### config.mk
export PLATFORM = sky130hd
export DESIGN_NAME = xpd_regbank
export DESIGN_NICKNAME = d
export VERILOG_FILES = /design/src/core/xpd_pkg.sv /design/src/core/xpd_sync.sv /design/src/core/xpd_regmem.sv /design/src/core/xpd_regbank.sv
export SDC_FILE = /design/constraint.sdc
export NUM_CORES = 1
export LEC_CHECK = 0
export BUFFER_PORTS_ARGS = -buffer_cell sky130_fd_sc_hd__buf_2
export CORE_MARGIN = 2
export CORE_UTILIZATION = 45
export CTS_BUF_LIST = sky130_fd_sc_hd__clkbuf_8
export DETAILED_ROUTE_END_ITERATION = 10
export SLEW_MARGIN = 20
export SYNTH_ARGS = -nofsm -noshare
export SYNTH_HDL_FRONTEND = slang
export SYNTH_SLANG_ARGS = --single-unit
### constraint.sdc
create_clock -name i_clock -period 4.5 [get_ports i_clock]
set_input_delay 0.225 -clock i_clock [delete_from_list [all_inputs] [get_ports i_clock]]
set_output_delay 0.225 -clock i_clock [all_outputs]
set_load 0.02 [all_outputs]
### src/core/xpd_pkg.sv
/*
 * Shared constants, types and decode helpers for the transceiver
 * power-down and receive register bank.
 * Assumes a serial host port front end that delivers one register
 * access at a time on the core clock, and analog blocks that act on
 * the power, recalibration and configuration-load controls.
 */
// Behaviour
// - Register 3 bit 0 sleeps receive path
// - Register 131 bit 0 sleeps transmit path
// - Registers reachable while one path powered
// - Sleeping-path writes apply after wake and recalibration
// - Bit 3 of 8/136 starts full recalibration
// - Sleeping-path register reads are undefined
// - SPI-like port: any access wakes both-asleep device
// - Wake only the most recently slept path
// - Two-wire port: accesses never wake device
// - Supply return: both paths up, auto recalibrate
// - Select pin high picks SPI-like port
// - Alarms sampled at 10 MHz into sticky status
package xpd_pkg;

    // Register offsets
    localparam logic [7:0] ADDR_ID_LOW      = 8'h00;
    localparam logic [7:0] ADDR_ID_REV      = 8'h01;
    localparam logic [7:0] ADDR_CHIP_CFG    = 8'h02;
    localparam logic [7:0] ADDR_RX_POWER    = 8'h03;
    localparam logic [7:0] ADDR_RX_INT_MASK = 8'h04;
    localparam logic [7:0] ADDR_RX_INT_STAT = 8'h05;
    localparam logic [7:0] ADDR_RX_MULT     = 8'h06;
    localparam logic [7:0] ADDR_RX_LOCK     = 8'h07;
    localparam logic [7:0] ADDR_RX_CAL      = 8'h08;
    localparam logic [7:0] ADDR_RX_ALARM    = 8'h09;
    localparam logic [7:0] ADDR_RX_LOSS_CTL = 8'h0a;
    localparam logic [7:0] ADDR_RX_LOSS_ST  = 8'h0b;
    localparam logic [7:0] ADDR_AMP_THR     = 8'h0c;
    localparam logic [7:0] ADDR_AMP_HYST    = 8'h0d;
    localparam logic [7:0] ADDR_PEAK_LOW    = 8'h0f;
    localparam logic [7:0] ADDR_PEAK_HIGH   = 8'h10;
    localparam logic [7:0] ADDR_DLOSS_SET   = 8'h11;
    localparam logic [7:0] ADDR_DLOSS_CLR   = 8'h12;
    localparam logic [7:0] ADDR_SLICE_CFG   = 8'h14;
    localparam logic [7:0] ADDR_SLICE_LOW   = 8'h15;
    localparam logic [7:0] ADDR_SLICE_HIGH  = 8'h16;
    localparam logic [7:0] ADDR_PHASE_ADJ   = 8'h18;
    localparam logic [7:0] ADDR_SQM_VALUE   = 8'h19;
    localparam logic [7:0] ADDR_SQM_THR     = 8'h1a;
    localparam logic [7:0] ADDR_SQM_CLR     = 8'h1b;
    localparam logic [7:0] ADDR_DPATH_CFG   = 8'h1c;
    localparam logic [7:0] ADDR_TP_SEL      = 8'h1d;
    localparam logic [7:0] ADDR_TX_POWER    = 8'h83;
    localparam logic [7:0] ADDR_TX_CAL      = 8'h88;

    // Reset values
    localparam logic [7:0] RST_CHIP_CFG   = 8'h58;
    localparam logic [7:0] RST_RX_MULT    = 8'h40;
    localparam logic [7:0] RST_RX_LOCK    = 8'h15;
    localparam logic [7:0] RST_RX_LOSS    = 8'h01;
    localparam logic [7:0] RST_AMP_THR    = 8'h0f;
    localparam logic [7:0] RST_AMP_HYST   = 8'h70;
    localparam logic [7:0] RST_DLOSS_SET  = 8'h05;
    localparam logic [7:0] RST_DLOSS_CLR  = 8'h60;
    localparam logic [7:0] RST_SLICE_CFG  = 8'h11;
    localparam logic [7:0] RST_SQM_THR    = 8'h29;
    localparam logic [7:0] RST_SQM_CLR    = 8'h0f;
    localparam logic [7:0] RST_DPATH_CFG  = 8'h02;
    localparam logic [7:0] RST_TX_POWER   = 8'h22;
    localparam logic [7:0] RST_TX_CAL     = 8'h00;
    localparam logic [7:0] RST_ZERO       = 8'h00;

    // Field positions
    localparam int BIT_SLEEP      = 0;
    localparam int BIT_FULL_RECAL = 3;
    localparam int BIT_GLOBAL_IE  = 5;

    // Alarm sampling tick: 10 MHz from the core clock, cycle count rounded down to 12
    localparam longint CLK_HZ       = 125_000_000;
    localparam longint SAMPLE_HZ    = 10_000_000;
    localparam int     TICK_CYCLES  = int'(CLK_HZ / SAMPLE_HZ);
    localparam int     TICK_W       = 4;
    localparam logic [TICK_W-1:0] TICK_LAST = TICK_W'(TICK_CYCLES - 1);

    localparam int MEM_AW = 5;
    localparam logic [MEM_AW-1:0] MEM_LAST = 5'h1f;

    typedef struct packed {
        logic       valid;
        logic       write;
        logic [7:0] addr;
        logic [7:0] wdata;
    } xpd_acc_t;

    typedef struct packed {
        logic [6:0] alarm;
        logic [7:0] loss;
        logic [9:0] peak;
        logic [5:0] sqm;
    } xpd_live_t;

    typedef struct packed {
        logic rx_sleep;
        logic tx_sleep;
        logic rx_recal;
        logic tx_recal;
        logic rx_load;
    } xpd_ctl_t;

    // Plain read/write bytes kept in the memory
    function automatic logic is_mem_reg(input logic [7:0] a);
        case (a)
            ADDR_RX_MULT, ADDR_RX_LOCK, ADDR_RX_LOSS_CTL, ADDR_AMP_THR,
            ADDR_AMP_HYST, ADDR_DLOSS_SET, ADDR_DLOSS_CLR, ADDR_SLICE_CFG,
            ADDR_SLICE_LOW, ADDR_SLICE_HIGH, ADDR_PHASE_ADJ, ADDR_SQM_THR,
            ADDR_SQM_CLR, ADDR_DPATH_CFG, ADDR_TP_SEL: is_mem_reg = 1'b1;
            default: is_mem_reg = 1'b0;
        endcase
    endfunction : is_mem_reg

    function automatic logic [7:0] mem_default(input logic [MEM_AW-1:0] a);
        case ({3'b000, a})
            ADDR_RX_MULT:     mem_default = RST_RX_MULT;
            ADDR_RX_LOCK:     mem_default = RST_RX_LOCK;
            ADDR_RX_LOSS_CTL: mem_default = RST_RX_LOSS;
            ADDR_AMP_THR:     mem_default = RST_AMP_THR;
            ADDR_AMP_HYST:    mem_default = RST_AMP_HYST;
            ADDR_DLOSS_SET:   mem_default = RST_DLOSS_SET;
            ADDR_DLOSS_CLR:   mem_default = RST_DLOSS_CLR;
            ADDR_SLICE_CFG:   mem_default = RST_SLICE_CFG;
            ADDR_SQM_THR:     mem_default = RST_SQM_THR;
            ADDR_SQM_CLR:     mem_default = RST_SQM_CLR;
            ADDR_DPATH_CFG:   mem_default = RST_DPATH_CFG;
            default:          mem_default = RST_ZERO;
        endcase
    endfunction : mem_default

endpackage : xpd_pkg

### src/core/xpd_sync.sv
/*
 * Two-stage synchroniser for a bundle of asynchronous levels.
 * Assumes the inputs are slow levels; wide values may be caught torn
 * for one cycle.
 */
`timescale 1ns/1ps
module xpd_sync #(
    parameter int WIDTH = 1
) (
    input  wire logic             i_clock,
    input  wire logic             i_sys_rst,
    input  wire logic             i_clk_en,
    input  wire logic [WIDTH-1:0] i_async,
    output logic      [WIDTH-1:0] o_sync
);
    typedef struct packed {
        logic [WIDTH-1:0] meta;
        logic [WIDTH-1:0] sync;
    } xpd_sync_st_t;

    xpd_sync_st_t st_r;
    xpd_sync_st_t st_nxt;

    always_comb begin
        st_nxt      = st_r;
        st_nxt.meta = i_async;
        st_nxt.sync = st_r.meta;
    end

    always_ff @(posedge i_clock) begin
        if (i_sys_rst) begin
            st_r <= '0;
        end else if (i_clk_en) begin
            st_r <= st_nxt;
        end
    end

    assign o_sync = st_r.sync;
endmodule : xpd_sync

### src/core/xpd_regmem.sv
/*
 * Small byte memory holding the plain read/write receive settings.
 * Assumes the owner loads defaults after reset; read data is registered.
 */
`timescale 1ns/1ps
module xpd_regmem #(
    parameter int AW = 5,
    parameter int DW = 8
) (
    input  wire logic          i_clock,
    input  wire logic          i_sys_rst,
    input  wire logic          i_clk_en,
    input  wire logic          i_we,
    input  wire logic [AW-1:0] i_waddr,
    input  wire logic [DW-1:0] i_wdata,
    input  wire logic [AW-1:0] i_raddr,
    output logic      [DW-1:0] o_rdata
);
    logic [DW-1:0] mem [2**AW];
    logic [DW-1:0] rdata_r;

    always_ff @(posedge i_clock) begin
        if (i_clk_en && i_we) begin
            mem[i_waddr] <= i_wdata;
        end
    end

    always_ff @(posedge i_clock) begin
        if (i_sys_rst) begin
            rdata_r <= '0;
        end else if (i_clk_en) begin
            rdata_r <= mem[i_raddr];
        end
    end

    assign o_rdata = rdata_r;
endmodule : xpd_regmem

### src/core/xpd_regbank.sv
/*
 * Power-down control and receive register bank of a serial transceiver.
 * Holds path sleep bits, wake-up on access, deferred writes,
 * full-recalibration requests and the sticky receive alarm status.
 * Assumes the serial port front end runs on i_clock and presents one
 * access at a time; live alarms and the port-select pin are asynchronous.
 */
`timescale 1ns/1ps
module xpd_regbank #(
    parameter logic [7:0] ID_LOW = 8'h5a,   // Arbitrary identity value
    parameter logic [7:0] ID_REV = 8'h01    // Arbitrary identity value
) (
    input  wire logic              i_clock,
    input  wire logic              i_sys_rst,
    input  wire logic              i_clk_en,
    input  wire logic              i_host_port_select,
    input  wire xpd_pkg::xpd_acc_t i_acc,
    output logic                   o_acc_ready,
    output logic                   o_acc_ack,
    output logic       [7:0]       o_acc_rdata,
    input  wire xpd_pkg::xpd_live_t i_rx_live,
    output xpd_pkg::xpd_ctl_t      o_ctl,
    output logic       [7:0]       o_chip_cfg,
    output logic                   o_int_n
);
    import xpd_pkg::*;

    typedef enum logic [1:0] {
        ST_INIT = 2'b00,
        ST_IDLE = 2'b01,
        ST_READ = 2'b11
    } xpd_fsm_t;

    typedef struct packed {
        xpd_fsm_t          fsm;
        logic [MEM_AW-1:0] init_addr;
        logic              rx_sleep;
        logic              tx_sleep;
        logic              last_tx;
        logic [7:0]        chip_cfg;
        logic [6:0]        mask;
        logic [6:0]        stat;
        logic [3:0]        rx_cal;
        logic [7:1]        tx_cfg;
        logic [7:0]        tx_cal;
        logic [TICK_W-1:0] tick;
        logic              por_recal;
        logic              rx_pend;
        logic              rx_recal;
        logic              tx_recal;
        logic              rx_load;
        logic              ack;
        logic [7:0]        rd_addr;
        logic              rd_blank;
        logic [7:0]        rdata;
    } xpd_st_t;

    xpd_st_t            st_r;
    xpd_st_t            st_nxt;
    logic               mem_we;
    logic [MEM_AW-1:0]  mem_waddr;
    logic [7:0]         mem_wdata;
    logic [MEM_AW-1:0]  mem_raddr;
    logic [7:0]         mem_q;
    xpd_live_t          live_s;
    logic               spi_sel_s;

    // Port select pin and analog alarms cross in through two flops
    xpd_sync #(
        .WIDTH($bits(xpd_live_t) + 1)
    ) u_sync (
        .i_clock   (i_clock),
        .i_sys_rst (i_sys_rst),
        .i_clk_en  (i_clk_en),
        .i_async   ({i_host_port_select, i_rx_live}),
        .o_sync    ({spi_sel_s, live_s})
    );

    xpd_regmem #(
        .AW(MEM_AW),
        .DW(8)
    ) u_mem (
        .i_clock   (i_clock),
        .i_sys_rst (i_sys_rst),
        .i_clk_en  (i_clk_en),
        .i_we      (mem_we),
        .i_waddr   (mem_waddr),
        .i_wdata   (mem_wdata),
        .i_raddr   (mem_raddr),
        .o_rdata   (mem_q)
    );

    // Receive-side addresses other than the always-visible ones
    function automatic logic is_rx_reg(input logic [7:0] a);
        is_rx_reg = (a >= ADDR_RX_INT_MASK) && (a <= ADDR_TP_SEL);
    endfunction : is_rx_reg

    function automatic logic [7:0] read_mux(input xpd_st_t s,
                                            input xpd_live_t lv,
                                            input logic [7:0] q);
        logic [7:0] a;
        a        = s.rd_addr;
        read_mux = 8'h00;
        if (s.rd_blank) begin
            read_mux = 8'h00;
        end else if (is_rx_reg(a) && s.rx_sleep) begin
            read_mux = 8'h00;
        end else if (is_mem_reg(a)) begin
            read_mux = q;
        end else begin
            case (a)
                ADDR_ID_LOW:      read_mux = ID_LOW;
                ADDR_ID_REV:      read_mux = ID_REV;
                ADDR_CHIP_CFG:    read_mux = s.chip_cfg;
                ADDR_RX_POWER:    read_mux = {7'h00, s.rx_sleep};
                ADDR_RX_INT_MASK: read_mux = {1'b0, s.mask};
                ADDR_RX_INT_STAT: read_mux = {1'b0, s.stat};
                ADDR_RX_CAL:      read_mux = {4'h0, s.rx_cal};
                ADDR_RX_ALARM:    read_mux = {1'b0, lv.alarm};
                ADDR_RX_LOSS_ST:  read_mux = lv.loss;
                ADDR_PEAK_LOW:    read_mux = lv.peak[7:0];
                ADDR_PEAK_HIGH:   read_mux = {6'h00, lv.peak[9:8]};
                ADDR_SQM_VALUE:   read_mux = {2'b00, lv.sqm};
                ADDR_TX_POWER:    read_mux = {s.tx_cfg, s.tx_sleep};
                ADDR_TX_CAL:      read_mux = s.tx_sleep ? 8'h00 : s.tx_cal;
                default:          read_mux = 8'h00;
            endcase
        end
    endfunction : read_mux

    always_comb begin
        logic       both_down;
        logic       wake;
        logic       do_acc;
        logic [6:0] clr;
        logic [6:0] set;
        both_down = 1'b0;
        wake      = 1'b0;
        do_acc    = 1'b0;
        clr       = 7'h00;
        set       = 7'h00;

        st_nxt          = st_r;
        st_nxt.ack      = 1'b0;
        st_nxt.rx_recal = 1'b0;
        st_nxt.tx_recal = 1'b0;
        st_nxt.rx_load  = 1'b0;
        mem_we          = 1'b0;
        mem_waddr       = i_acc.addr[MEM_AW-1:0];
        mem_wdata       = i_acc.wdata;
        mem_raddr       = i_acc.addr[MEM_AW-1:0];

        // Alarm sampling tick
        if (st_r.tick == TICK_LAST) begin
            st_nxt.tick = '0;
            set         = live_s.alarm & ~st_r.mask;
        end else begin
            st_nxt.tick = st_r.tick + 1'b1;
        end

        both_down = st_r.rx_sleep && st_r.tx_sleep;

        case (st_r.fsm)
            ST_INIT: begin
                mem_we         = 1'b1;
                mem_waddr      = st_r.init_addr;
                mem_wdata      = mem_default(st_r.init_addr);
                st_nxt.init_addr = st_r.init_addr + 1'b1;
                if (st_r.init_addr == MEM_LAST) begin
                    st_nxt.fsm = ST_IDLE;
                end
            end
            ST_IDLE: begin
                if (i_acc.valid) begin
                    st_nxt.rd_addr  = i_acc.addr;
                    st_nxt.rd_blank = both_down;
                    if (both_down) begin
                        wake = spi_sel_s;
                    end else begin
                        do_acc = i_acc.write;
                    end
                    if (i_acc.write) begin
                        st_nxt.ack = 1'b1;
                    end else begin
                        st_nxt.fsm = ST_READ;
                    end
                end
            end
            ST_READ: begin
                st_nxt.rdata = read_mux(st_r, live_s, mem_q);
                st_nxt.ack   = 1'b1;
                st_nxt.fsm   = ST_IDLE;
            end
            default: begin
                st_nxt.fsm = ST_IDLE;
            end
        endcase

        // Only the path that went to sleep last comes back
        if (wake) begin
            if (st_r.last_tx) begin
                st_nxt.tx_sleep = 1'b0;
            end else begin
                st_nxt.rx_sleep = 1'b0;
            end
        end

        if (do_acc) begin
            case (i_acc.addr)
                ADDR_CHIP_CFG: st_nxt.chip_cfg = i_acc.wdata;
                ADDR_RX_POWER: begin
                    st_nxt.rx_sleep = i_acc.wdata[BIT_SLEEP];
                    if (i_acc.wdata[BIT_SLEEP] && !st_r.rx_sleep) begin
                        st_nxt.last_tx = 1'b0;
                    end
                end
                ADDR_RX_INT_MASK: st_nxt.mask = i_acc.wdata[6:0];
                ADDR_RX_INT_STAT: clr = ~i_acc.wdata[6:0];
                ADDR_RX_CAL: st_nxt.rx_cal = i_acc.wdata[3:0];
                ADDR_TX_POWER: begin
                    st_nxt.tx_cfg   = i_acc.wdata[7:1];
                    st_nxt.tx_sleep = i_acc.wdata[BIT_SLEEP];
                    if (i_acc.wdata[BIT_SLEEP] && !st_r.tx_sleep) begin
                        st_nxt.last_tx = 1'b1;
                    end
                end
                ADDR_TX_CAL: st_nxt.tx_cal = i_acc.wdata;
                default: begin
                    if (is_mem_reg(i_acc.addr)) begin
                        mem_we = 1'b1;
                        if (st_r.rx_sleep) begin
                            st_nxt.rx_pend = 1'b1;
                        end else begin
                            st_nxt.rx_load = 1'b1;
                        end
                    end
                end
            endcase
        end

        // Recalibration waits while its path sleeps, then fires once
        if ((st_r.rx_cal[BIT_FULL_RECAL] || st_r.por_recal) && !st_r.rx_sleep
            && !(do_acc && i_acc.addr == ADDR_RX_CAL)) begin
            st_nxt.rx_recal                 = 1'b1;
            st_nxt.rx_cal[BIT_FULL_RECAL]   = 1'b0;
            st_nxt.rx_load                  = st_nxt.rx_load | st_r.rx_pend;
            st_nxt.rx_pend                  = 1'b0;
        end
        if ((st_r.tx_cal[BIT_FULL_RECAL] || st_r.por_recal) && !st_r.tx_sleep
            && !(do_acc && i_acc.addr == ADDR_TX_CAL)) begin
            st_nxt.tx_recal               = 1'b1;
            st_nxt.tx_cal[BIT_FULL_RECAL] = 1'b0;
        end
        st_nxt.por_recal = 1'b0;

        // Sampled alarms win over a clear in the same cycle
        st_nxt.stat = (st_r.stat & ~clr) | set;
        if (!st_r.chip_cfg[BIT_GLOBAL_IE]) begin
            st_nxt.stat = 7'h00;
        end
    end

    always_ff @(posedge i_clock) begin
        if (i_sys_rst) begin
            st_r           <= '0;
            st_r.fsm       <= ST_INIT;
            st_r.chip_cfg  <= RST_CHIP_CFG;
            st_r.tx_cfg    <= RST_TX_POWER[7:1];
            st_r.tx_sleep  <= RST_TX_POWER[BIT_SLEEP];
            st_r.tx_cal    <= RST_TX_CAL;
            st_r.por_recal <= 1'b1;
        end else if (i_clk_en) begin
            st_r <= st_nxt;
        end
    end

    assign o_acc_ready     = (st_r.fsm == ST_IDLE);
    assign o_acc_ack       = st_r.ack;
    assign o_acc_rdata     = st_r.rdata;
    assign o_ctl.rx_sleep  = st_r.rx_sleep;
    assign o_ctl.tx_sleep  = st_r.tx_sleep;
    assign o_ctl.rx_recal  = st_r.rx_recal;
    assign o_ctl.tx_recal  = st_r.tx_recal;
    assign o_ctl.rx_load   = st_r.rx_load;
    assign o_chip_cfg      = st_r.chip_cfg;
    assign o_int_n         = ~|st_r.stat;
endmodule : xpd_regbank

Word level (Yosys, flattened, before mapping) --
Memory sizes are Yosys's and may differ from the RTL's. A register that Yosys moved wholly into a read port is not among the register bits. Cells that the tools add are included.
Storage, ports and cells: register bits 142, output and inout port bits 24, input port bits 53, bits in read-only memories 288, RAM bits 256, word-level logic and storage cells 185, memories 4
Memories:
- u_mem.mem | depth 32, bits a word 8, read ports 1, clocked after memory_dff 1, wr ports 1, RTL line xpd_regmem.sv:19 | logic [DW-1:0] mem [2**AW];
- (no name shown) | depth 32, bits a word 7, read ports 1, clocked after memory_dff 1, wr ports 0, RTL line xpd_pkg.sv:120 | case ({3'b000, a})
- (no name shown) | depth 32, bits a word 1, read ports 1, clocked after memory_dff 1, wr ports 0, RTL line xpd_pkg.sv:110 | case (a)
- (no name shown) | depth 32, bits a word 1, read ports 1, clocked after memory_dff 0, wr ports 0, RTL line xpd_pkg.sv:110
Cells by class: bitwise gates (word level) 7, $add $sub $neg 2, equality and inequality tests 30, muxes and demuxes 70, reductions and logical operators 45, magnitude comparators 2
Operator list (count):
- 8-bit case mux with 14 select lines | 1
- 8-bit two-way mux | 7
- 7-bit two-way mux | 6
- 8-bit by 4-bit == test with 1-bit output, second input constant | 5
- 1-bit two-way mux | 38
- 8-bit by 2-bit == test with 1-bit output, second input constant | 4
- 8-bit by 3-bit == test with 1-bit output, second input constant | 4
- 8-bit == test, second input constant | 4
- 5-bit two-way mux | 5
- 3-bit AND reduction | 8
- 7-bit NOT | 3
- 19-bit two-way mux | 1
- 18-bit two-way mux | 1
- 8-bit by 5-bit == test with 1-bit output, second input constant | 2
- 7-bit AND | 2
- 2-bit nonzero test | 7
- 7-bit OR reduction | 2
- 1-bit logical AND | 12
- 10-bit two-way mux | 1
- 2-bit two-way mux | 5
- 2-bit != test, second input constant | 5
- 5-bit AND reduction | 2
- 8-bit by 1-bit == test with 1-bit output, second input constant | 1
- 8-bit by 3-bit greater-or-equal comparator with 1-bit output, second input constant | 1
- other kinds (20) | 29

Longest topological paths before layout --
Gate-level depths: netlist of the first run.
depth in word-level cells 11, gate-level depth with buffers 12, mapped depth without buffers 9

Hierarchy --
Synthesis of the first run repeated with hierarchy kept, for this count alone.
Unflattened totals: cells, all modules 1446, area total of the unflattened synthesis 17854.6 um2
By module, submodules not included:
- xpd_regmem | sequential area each 7847.5 um2, instances 1, cells each 603, area an instance 10391.2 um2
- xpd_regbank | sequential area each 1721.7 um2, instances 1, cells each 637, area an instance 5172.5 um2
- xpd_sync | sequential area each 1281.2 um2, instances 1, cells each 206, area an instance 2290.9 um2

Worst setup path after synthesis of the first run --
No wires, ideal clock.
kind input to register, start input port i_acc[9] (netlist bit), end memory u_mem.mem[20][0] (enable), data arrival time 2.448 ns, library setup time 0.370 ns, path buffers 4, data required time 4.130 ns, stages 12, setup slack 1.682 ns, path through buf_4 > buf_4 > buf_2 > inv_1 > ha_1 > nor2b_1 > o311ai_0 > o31ai_1 > a41oi_1 > or2_1 > buf_2 > nor2_1
On the way: word-level cells in the longest chain between the ends 10, elaborated cells between the ends (all ways) 19, classes of those cells 7 x eq/ne; 9 x mux; 2 x reduce/logical; 1 x memory
RTL lines:
- start: declaration | RTL line xpd_regbank.sv:17 | input wire xpd_pkg::xpd_acc_t i_acc,
- memory 32 x 1 bit
- 1-bit two-way mux | RTL line xpd_pkg.sv:110
- 1-bit two-way mux | RTL line xpd_regbank.sv:209 | case (i_acc.addr)
- 1-bit two-way mux | RTL line xpd_regbank.sv:208 | if (do_acc) begin
- 1-bit two-way mux | RTL line xpd_regbank.sv:229 | if (is_mem_reg(i_acc.addr)) begin
- 1-bit two-way mux | RTL line xpd_regbank.sv:209
- 1-bit two-way mux | RTL line xpd_regbank.sv:208
- 1-bit logical AND | RTL line xpd_regmem.sv:23 | if (i_clk_en && i_we) begin
- 1-bit two-way mux | RTL line xpd_regmem.sv:23
- 1-bit two-way mux (implied by the code) | RTL line xpd_regmem.sv:24 | mem[i_waddr] <= i_wdata;
- end: declaration | RTL line xpd_regmem.sv:19
Parallel ways exist; a longest one is shown, timed or not. The select of a mux whose other input is x is not followed.

Worst setup path after layout of the first run --
start register st_r[9] (netlist bit), end register st_r (netlist bit o_acc_rdata[4])
On the way: word-level cells in the longest chain between the ends 5, elaborated cells between the ends (all ways) 22, classes of those cells 2 x order compare; 13 x eq/ne; 4 x mux; 3 x reduce/logical
RTL lines:
- start: declaration | RTL line xpd_regbank.sv:58 | xpd_st_t st_r;
- start signal: assignment | RTL line xpd_regbank.sv:273 | st_r <= st_nxt;
- 8-bit by 3-bit greater-or-equal comparator with 1-bit output (tied with other cells) | RTL line xpd_regbank.sv:95 | is_rx_reg = (a >= ADDR_RX_INT_MASK) && (a <= ADDR_TP_SEL);
- 1-bit logical AND or 8-bit case mux with 14 select lines (tied branches) | RTL line xpd_regbank.sv:95, xpd_regbank.sv:111
- 1-bit logical AND or 8-bit two-way mux (tied branches) | RTL line xpd_regbank.sv:106, xpd_regbank.sv:108
- 8-bit two-way mux (*) | RTL line xpd_regbank.sv:106 | end else if (is_rx_reg(a) && s.rx_sleep) begin
- 8-bit two-way mux (*) | RTL line xpd_regbank.sv:104 | if (s.rd_blank) begin
Every way passes the cells marked *; elsewhere a longest branch is shown, timed or not. A chain may end at the register's enable or synchronous reset.

==> results of run 1 <==
==> kinds of logic after synthesis <==
family,after synthesis,share of synthesized area (%)
fa+ha+maj,10,0.7033
simple gates,433,12.10
flops,414,60.99
compound gates,218,8.489
buf+inv,135,3.671
mux,182,13.95
xor+xnor,2,0.09848
==> cell usage after synthesis, types with 4 or more instances <==
| cell type | n | area [sq um] |
|---|---|---|
| nand2_1 | 102 | 382.9 |
| o22ai_1 | 22 | 137.6 |
| clkbuf_1 | 40 | 150.1 |
| buf_1 | 12 | 45.04 |
| nand4_1 | 10 | 62.56 |
| mux2_2 | 17 | 191.4 |
| nor2b_1 | 19 | 118.9 |
| and2_1 | 7 | 43.79 |
| inv_1 | 20 | 75.07 |
| a31oi_1 | 7 | 43.79 |
| nand3b_1 | 8 | 60.06 |
| nor3_1 | 20 | 100.1 |
| a211o_1 | 13 | 113.9 |
| a22oi_1 | 18 | 135.1 |
| edfxtp_1 | 256 | 7687 |
| or2_1 | 4 | 25.02 |
| o31ai_1 | 6 | 45.04 |
| nor2_1 | 156 | 585.6 |
| ha_1 | 10 | 125.1 |
| o41ai_1 | 4 | 35.03 |
| a32o_1 | 5 | 50.05 |
| a211oi_1 | 8 | 60.06 |
| a22o_1 | 14 | 122.6 |
| dfxtp_1 | 158 | 3163 |
| nand2b_1 | 7 | 43.79 |
| nor4_1 | 8 | 50.05 |
| o21ai_0 | 26 | 130.1 |
| a32oi_1 | 4 | 35.03 |
| and3_1 | 10 | 62.56 |
| mux4_2 | 51 | 1149 |
| nor3b_1 | 4 | 30.03 |
| a21oi_1 | 56 | 280.3 |
| mux2i_1 | 114 | 1141 |
| buf_2 | 33 | 165.2 |
| nand3_1 | 37 | 185.2 |
| and4_1 | 6 | 52.55 |
| nand4b_1 | 6 | 52.55 |
| buf_4 | 26 | 195.2 |
==> worst max-delay path: cells and delay by family, from the launching register on <==
kind                   cells  cell delay [ns]
and+or+nand+nor            1             0.50
DFF                        1             0.95
AOI/OAI and AO/OA          4             1.03
buffers and inverters      1             0.37
==> sequential cells by signal, summed over array words and instances, names as in the netlist, named ones only <==
register	count
u_mem.o_rdata	8
o_chip_cfg	8
u_sync.o_sync	32
o_ctl	5
o_acc_ack	1
u_mem.mem	256
st_r	56
u_sync.st_nxt	32
o_acc_rdata	8
==> cell type report <==
type                            count  area [sq um]
Fill cell                        3392         18680
Sequential cell                   414         10850
Multi-Input combinational cell    845          6305
Clock buffer                       78          1074
Timing Repair Buffer              131         910.9
Tap cell                          518         648.1
Clock inverter                     47         276.5
Inverter                           23         86.33
==> worst min-delay path by stage <==
stage / start / end / slack [ns]
floorplan: i_acc[3] / o_chip_cfg[3]$_SDFFE_PP1P_ / 0.34
global placement: st_r[31]$_SDFFE_PP0P_ / st_r[31]$_SDFFE_PP0P_ / 0.45
detailed placement: st_r[27]$_SDFFE_PP0P_ / st_r[27]$_SDFFE_PP0P_ / 0.45
CTS: i_acc[0] / st_r[27]$_SDFFE_PP0P_ / 0.001
global route: i_acc[0] / st_r[27]$_SDFFE_PP0P_ / 0.02
finish: i_acc[0] / st_r[27]$_SDFFE_PP0P_ / 0.04
==> power by group <==
| group | internal, W | total (W) | switching [W] |
|---|---|---|---|
| Clock | 0.00172 | 0.00325 | 0.00153 |
| Combinational | 0.000175 | 0.000422 | 0.000248 |
| Sequential | 0.00405 | 0.00408 | 0.0000342 |
| Total | 0.00595 | 0.00776 | 0.00181 |
==> metal layers <==
metal	vias to the layer above	wire length (um)	track usage [%]
met5	-	0	0
met4	0	2035	11.60
met3	118	2882	4.559
met2	437	22900	38.69
met1	5740	19690	28.87
li1	5429	-	-
==> what timing repair did <==
action,4_1_cts,5_1_grt
hold buffers,43,0
hold endpoints to repair,64,0
buffers inserted,0,0
==> through the flow <==
stage / std cells / total power, W / worst slack (ns) / instance area, sq um
2_1_floorplan: 1394 / 0.004416 / 1.682 / 17790
3_3_place_gp: 1888 / 0.004550 / 1.341 / 18370
3_5_place_dp: 1888 / 0.004554 / 1.289 / 18370
4_1_cts: 2056 / 0.007825 / 1.594 / 20150
5_1_grt: 2056 / 0.008042 / 1.348 / 20150
6_report: 2056 / 0.007756 / 1.538 / 20150
==> reports/results.tsv, run 1 <==
stage	metric	value	unit
min_path	HP Class	input pin to flop	
grt	global route overflow	0	
finish	final core occ	51.90	%
cts	worst-skew pair later-pin latency	0.64	ns
cts	CTS buffer count	69	
cts	H-tree level count	3	
floorplanning	Die Y	202.8	um
detailed_routing	Avg WL per Cell	23.11	um
sta	Clock Skew	0.03521	ns
run_status	status	finished, final reports clean	
worst_setup_path	Crit path largest cell delay	0.95	ns
sta	Hold WS	0.04082	ns
floorplanning	Die Area	41140	sq um
run	max cap viols	0	
worst_setup_path	Setup crit end	o_acc_rdata[4]$_SDFFE_PP0P_	
logic_synthesis	Synth Area per Inst	12.76	sq um
sta	RSZ-0062 raised after global routing	false	
detailed_routing	antenna-violating nets left	0	
cts	Post-CTS Resized	0	
worst_setup_path	critical-path maximum fanout	24	
logic_synthesis	Post-Syn Nets	1457	
worst_setup_path	Crit path required time	5.01	ns
floorplanning	FP Rows	72	
placement	HPWL Detailed	31030	um
worst_setup_path	worst r2r path cells	6	
logic_synthesis	synthesis-stage register bit count	414	
detailed_routing	vias per cell	5.702	
worst_setup_path	reg-to-reg endpoint	o_acc_rdata[4]$_SDFFE_PP0P_	
sta	minimum clock period	2.962	ns
logic_synthesis	Cell variety after synth	78	
worst_setup_path	critical path, cell by cell	inv_1 > nor3b_1 > a22oi_1 > o21ai_0 > o21ai_0 > a211oi_1	
grt	vias in the first global route	11770	
finish	most frequent cells in the layout	edfxtp_1, dfxtp_1, nor2_1	
logic_synthesis	Seq/Total Area, Yosys	60.99	%
cts	CTS root buf	clkbuf_8	
sta	number of hold violations in the final report	0	
cts	TritonCTS clock tree	done	
worst_setup_path	crit-path most repeated cell	o21ai_0	
sta	max-slew violations	0	
grt	total track usage	23.19	%
sta	max frequency	337.6	MHz
finish	commonest non-fill, non-tap cell in the layout	edfxtp_1	
logic_synthesis	Mapped Area	17790	sq um
sta	Least-Margin Pin Slew	0.9708	ns
sta	slew margin rel.	35.04	%
detailed_routing	Total Wirelength	47510	um
floorplanning	Ports	77	
worst_setup_path	Setup crit end kind	flop	
logic_synthesis	Post-synth EDFFs	256	
logic_synthesis	Cells after Synth	1394	
sta	Period Utilization, post-route	65.82	%
sta	setup violators final	0	
floorplanning	Initial Util	45.82	%
floorplanning	Core Area	38830	sq um
floorplanning	chip width	202.8	um
logic_synthesis	ys async rst share	0	%
detailed_routing	drt first pass iters	6	
power	Static Leak	7.252	nW
placement	port bufs	76	
finish	fin nets	1547	
worst_setup_path	worst reg2reg setup slack	1.54	ns
cts	Max Root-Sink Buffers	3	
detailed_routing	DR vias	11720	
detailed_routing	detailed-route DRC error count	0	
grt	first-pass GRT wire length	71030	um
grt	initial antenna violation count	0	
power	Max VDD drop	352.1	uV
finish	fraction of layout cells with a size suffix above 1	18.73	%
worst_setup_path	Crit Path Category	flop to flop	
worst_setup_path	CP startpoint kind	flop	
power	pwr dens	384.9	nW/um^2
grt	largest net degree at the start of global routing	84	
finish	Layout area overhead	13.27	%
logic_synthesis	Top FF cell, synth	edfxtp_1	
placement	GP Congestion	0.9290	
cts	CTS Sinks	414	
cts	clock transition at the registers of the reported paths	0.06	ns
min_path	WHS Path Cells	3	
finish	Antenna diodes	0	
worst_setup_path	RR Startpoint	st_r[9]$_SDFFE_PP0P_	
detailed_routing	DRC marker count from the first detailed-route iteration	1101	
logic_synthesis	warnings from Yosys	0	
sta	setup TNS	0	ns
worst_setup_path	beginning of the critical path	st_r[9]$_SDFFE_PP0P_	
worst_setup_path	CP arrival	3.48	ns
worst_setup_path	slowest CP cell	dfxtp_1	
(Power assumes the default switching activity.)
==> inputs of run 2 (changes only) <==
Clock period 4.5 ns to 2.7 ns, I/O delays scaled along.
==> run 2 against run 1 <==
Net effect:
- clock power is 59% higher
- first-iteration DRC count is 11% lower
- worst setup slack worse by 1.5 ns
- utilization is 1.7 points higher
- via count is 2.3% higher
- highest routed layer unchanged
==> reports/results.tsv, run 2 (synthesis results as in run 1) <==
stage	metric	value	unit
floorplanning	Die Area	41140	sq um
placement	HPWL Detailed	31290	um
sta	slew margin rel.	41.78	%
run_status	status	finished, final reports clean	
floorplanning	chip width	202.8	um
placement	dpl cell area	18910	sq um
cts	CTS root buf	clkbuf_8	
worst_setup_path	Setup crit end kind	flop	
power	Combinational Power Share	6.0	%
floorplanning	Ports	77	
cts	clock transition at the registers of the reported paths	0.06	ns
min_path	HP Class	input pin to flop	
cts	worst-skew pair later-pin latency	0.63	ns
sta	Clock Skew	0.03563	ns
power	Max VDD drop	501.9	uV
power	pwr dens	612.6	nW/um^2
finish	most frequent cells in the layout	edfxtp_1, dfxtp_1, nor2_1	
sta	number of hold violations in the final report	0	
placement	GP Congestion	0.9081	
finish	fraction of layout cells with a size suffix above 1	22.87	%
cts	CTS Sinks	414	
detailed_routing	antenna-violating nets left	0	
worst_setup_path	Crit path required time	2.94	ns
power	Int Pwr	0.009759	W
grt	first-pass GRT wire length	70950	um
detailed_routing	DR vias	12000	
floorplanning	Die Y	202.8	um
sta	Period Utilization, post-route	97.01	%
cts	TritonCTS clock tree	done	
cts	Max Root-Sink Buffers	3	
finish	commonest non-fill, non-tap cell in the layout	edfxtp_1	
run	max cap viols	0	
worst_setup_path	CP arrival	2.86	ns
cts	H-tree level count	3	
finish	Top reg by flops	u_mem.mem	
sta	Least-Margin Pin Slew	0.8733	ns
grt	global route overflow	0	
power	Clock Power Share	40.7	%
power	switching pwr	0.002985	W
finish	post-route cell area	20800	sq um
grt	total track usage	22.79	%
sta	RSZ-0062 raised after global routing	true	
detailed_routing	detailed-route DRC error count	0	
grt	vias in the first global route	11970	
detailed_routing	Avg WL per Cell	21.70	um
finish	max reg flops	256	
finish	Top Registers	u_mem.mem (256), st_r (56)	
power	Static Leak	7.646	nW
floorplanning	Core Area	38830	sq um
finish	final core occ	53.58	%
power	sw frac	23.43	%
worst_setup_path	critical-path maximum fanout	8	
sta	max-slew violations	0	
sta	max frequency	381.8	MHz
placement	port bufs	76	
finish	Layout area overhead	16.94	%
power	Sequential Power Share	53.4	%
finish	Antenna diodes	0	
detailed_routing	drt first pass iters	8	
cts	CTS buffer count	68	
detailed_routing	Total Wirelength	46350	um
finish	fin nets	1626	
worst_setup_path	CP startpoint kind	flop	
detailed_routing	DRC marker count from the first detailed-route iteration	983	
worst_setup_path	Crit Path Category	flop to flop	
grt	initial antenna violation count	0	
grt	largest net degree at the start of global routing	116	
sta	minimum clock period	2.619	ns
floorplanning	Initial Util	45.82	%
cts	post-CTS setup buffers	0	
floorplanning	FP Rows	72	
sta	setup violators final	0	
finish	FILL cells	3353	
detailed_routing	vias per cell	5.617	
run 2: cell count changes in the layout (fill, tap and decap cells not counted), sizes merged:
cell / change
buf: +69
bufinv: -2
clkinv: +1
clkinvlp: +2
dlygate4sd3: +11
inv: -1
run 2: area by class of cell:
cell class                      count  area [sq um]  share of cell area [%]
Timing Repair Buffer              211          1577                   7.578
Clock inverter                     47         232.7                   1.119
Multi-Input combinational cell    845          6336                   30.46
Tap cell                          518         648.1                   3.115
Inverter                           23         86.33                  0.4150
Sequential cell                   414         10850                   52.16
Clock buffer                       78          1074                   5.160
run 2: critical path, stage by stage (launching register included):
cell and delay [ns]:
dfxtp_1 0.38, and3b_1 0.28, nand3_2 0.09, nor2_1 0.14, a41oi_1 0.28, or2_1 0.46
nor2_1 0.60
run 2: worst paths after layout:
check,to,startpoint,cells past startpoint,slack [ns]
worst max register to register,u_mem.mem[5][3]$_DFFE_PP_,st_r[77]$_SDFFE_PP0P_,6,0.08
worst min register to register,st_r[29]$_SDFFE_PP0P_,st_r[29]$_SDFFE_PP0P_,2,0.45
worst max-delay path,u_mem.mem[5][3]$_DFFE_PP_,st_r[77]$_SDFFE_PP0P_,6,0.08
worst min-delay path,st_r[11]$_SDFFE_PP0P_,i_acc[10],4,0.07
run 2: power by group through the flow:
stage          Clock (W)  Sequential (W)  Combinational, W
2_1_floorplan          0         0.00691          0.000452
3_3_place_gp           0         0.00694          0.000685
3_5_place_dp           0         0.00694          0.000690
4_1_cts          0.00533         0.00680          0.000753
5_1_grt          0.00561         0.00681          0.000815
6_report         0.00518         0.00680          0.000759
run 2: what timing repair did:
item,4_1_cts,5_1_grt
setup endpoints to repair,0,204
endpoints found under the hold margin,89,0
resized for setup,0,20
hold buffers,54,0
run 2: through the flow:
stage,total power (W),worst slack [ns],instances,hold slack (ns),setup TNS [ns]
2_1_floorplan,0.007360,-0.02819,1394,0.2529,-4.653
3_3_place_gp,0.007622,-0.02833,1957,0.3698,-0.8580
3_5_place_dp,0.007628,-0.1595,1957,0.3753,-21.11
4_1_cts,0.01288,0.04351,2136,0.01341,0
5_1_grt,0.01323,-0.1037,2136,0.06095,-4.573
6_report,0.01274,0.08083,2136,0.07117,0
run 2: per-layer routing:
layer	vias to the layer above	share of wire (%)	track usage, %
li1	5584	-	-
met1	5864	43	30.02
met2	436	48	37.22
met3	113	5.9	4.302
met4	0	3.5	9.385
met5	-	0	0
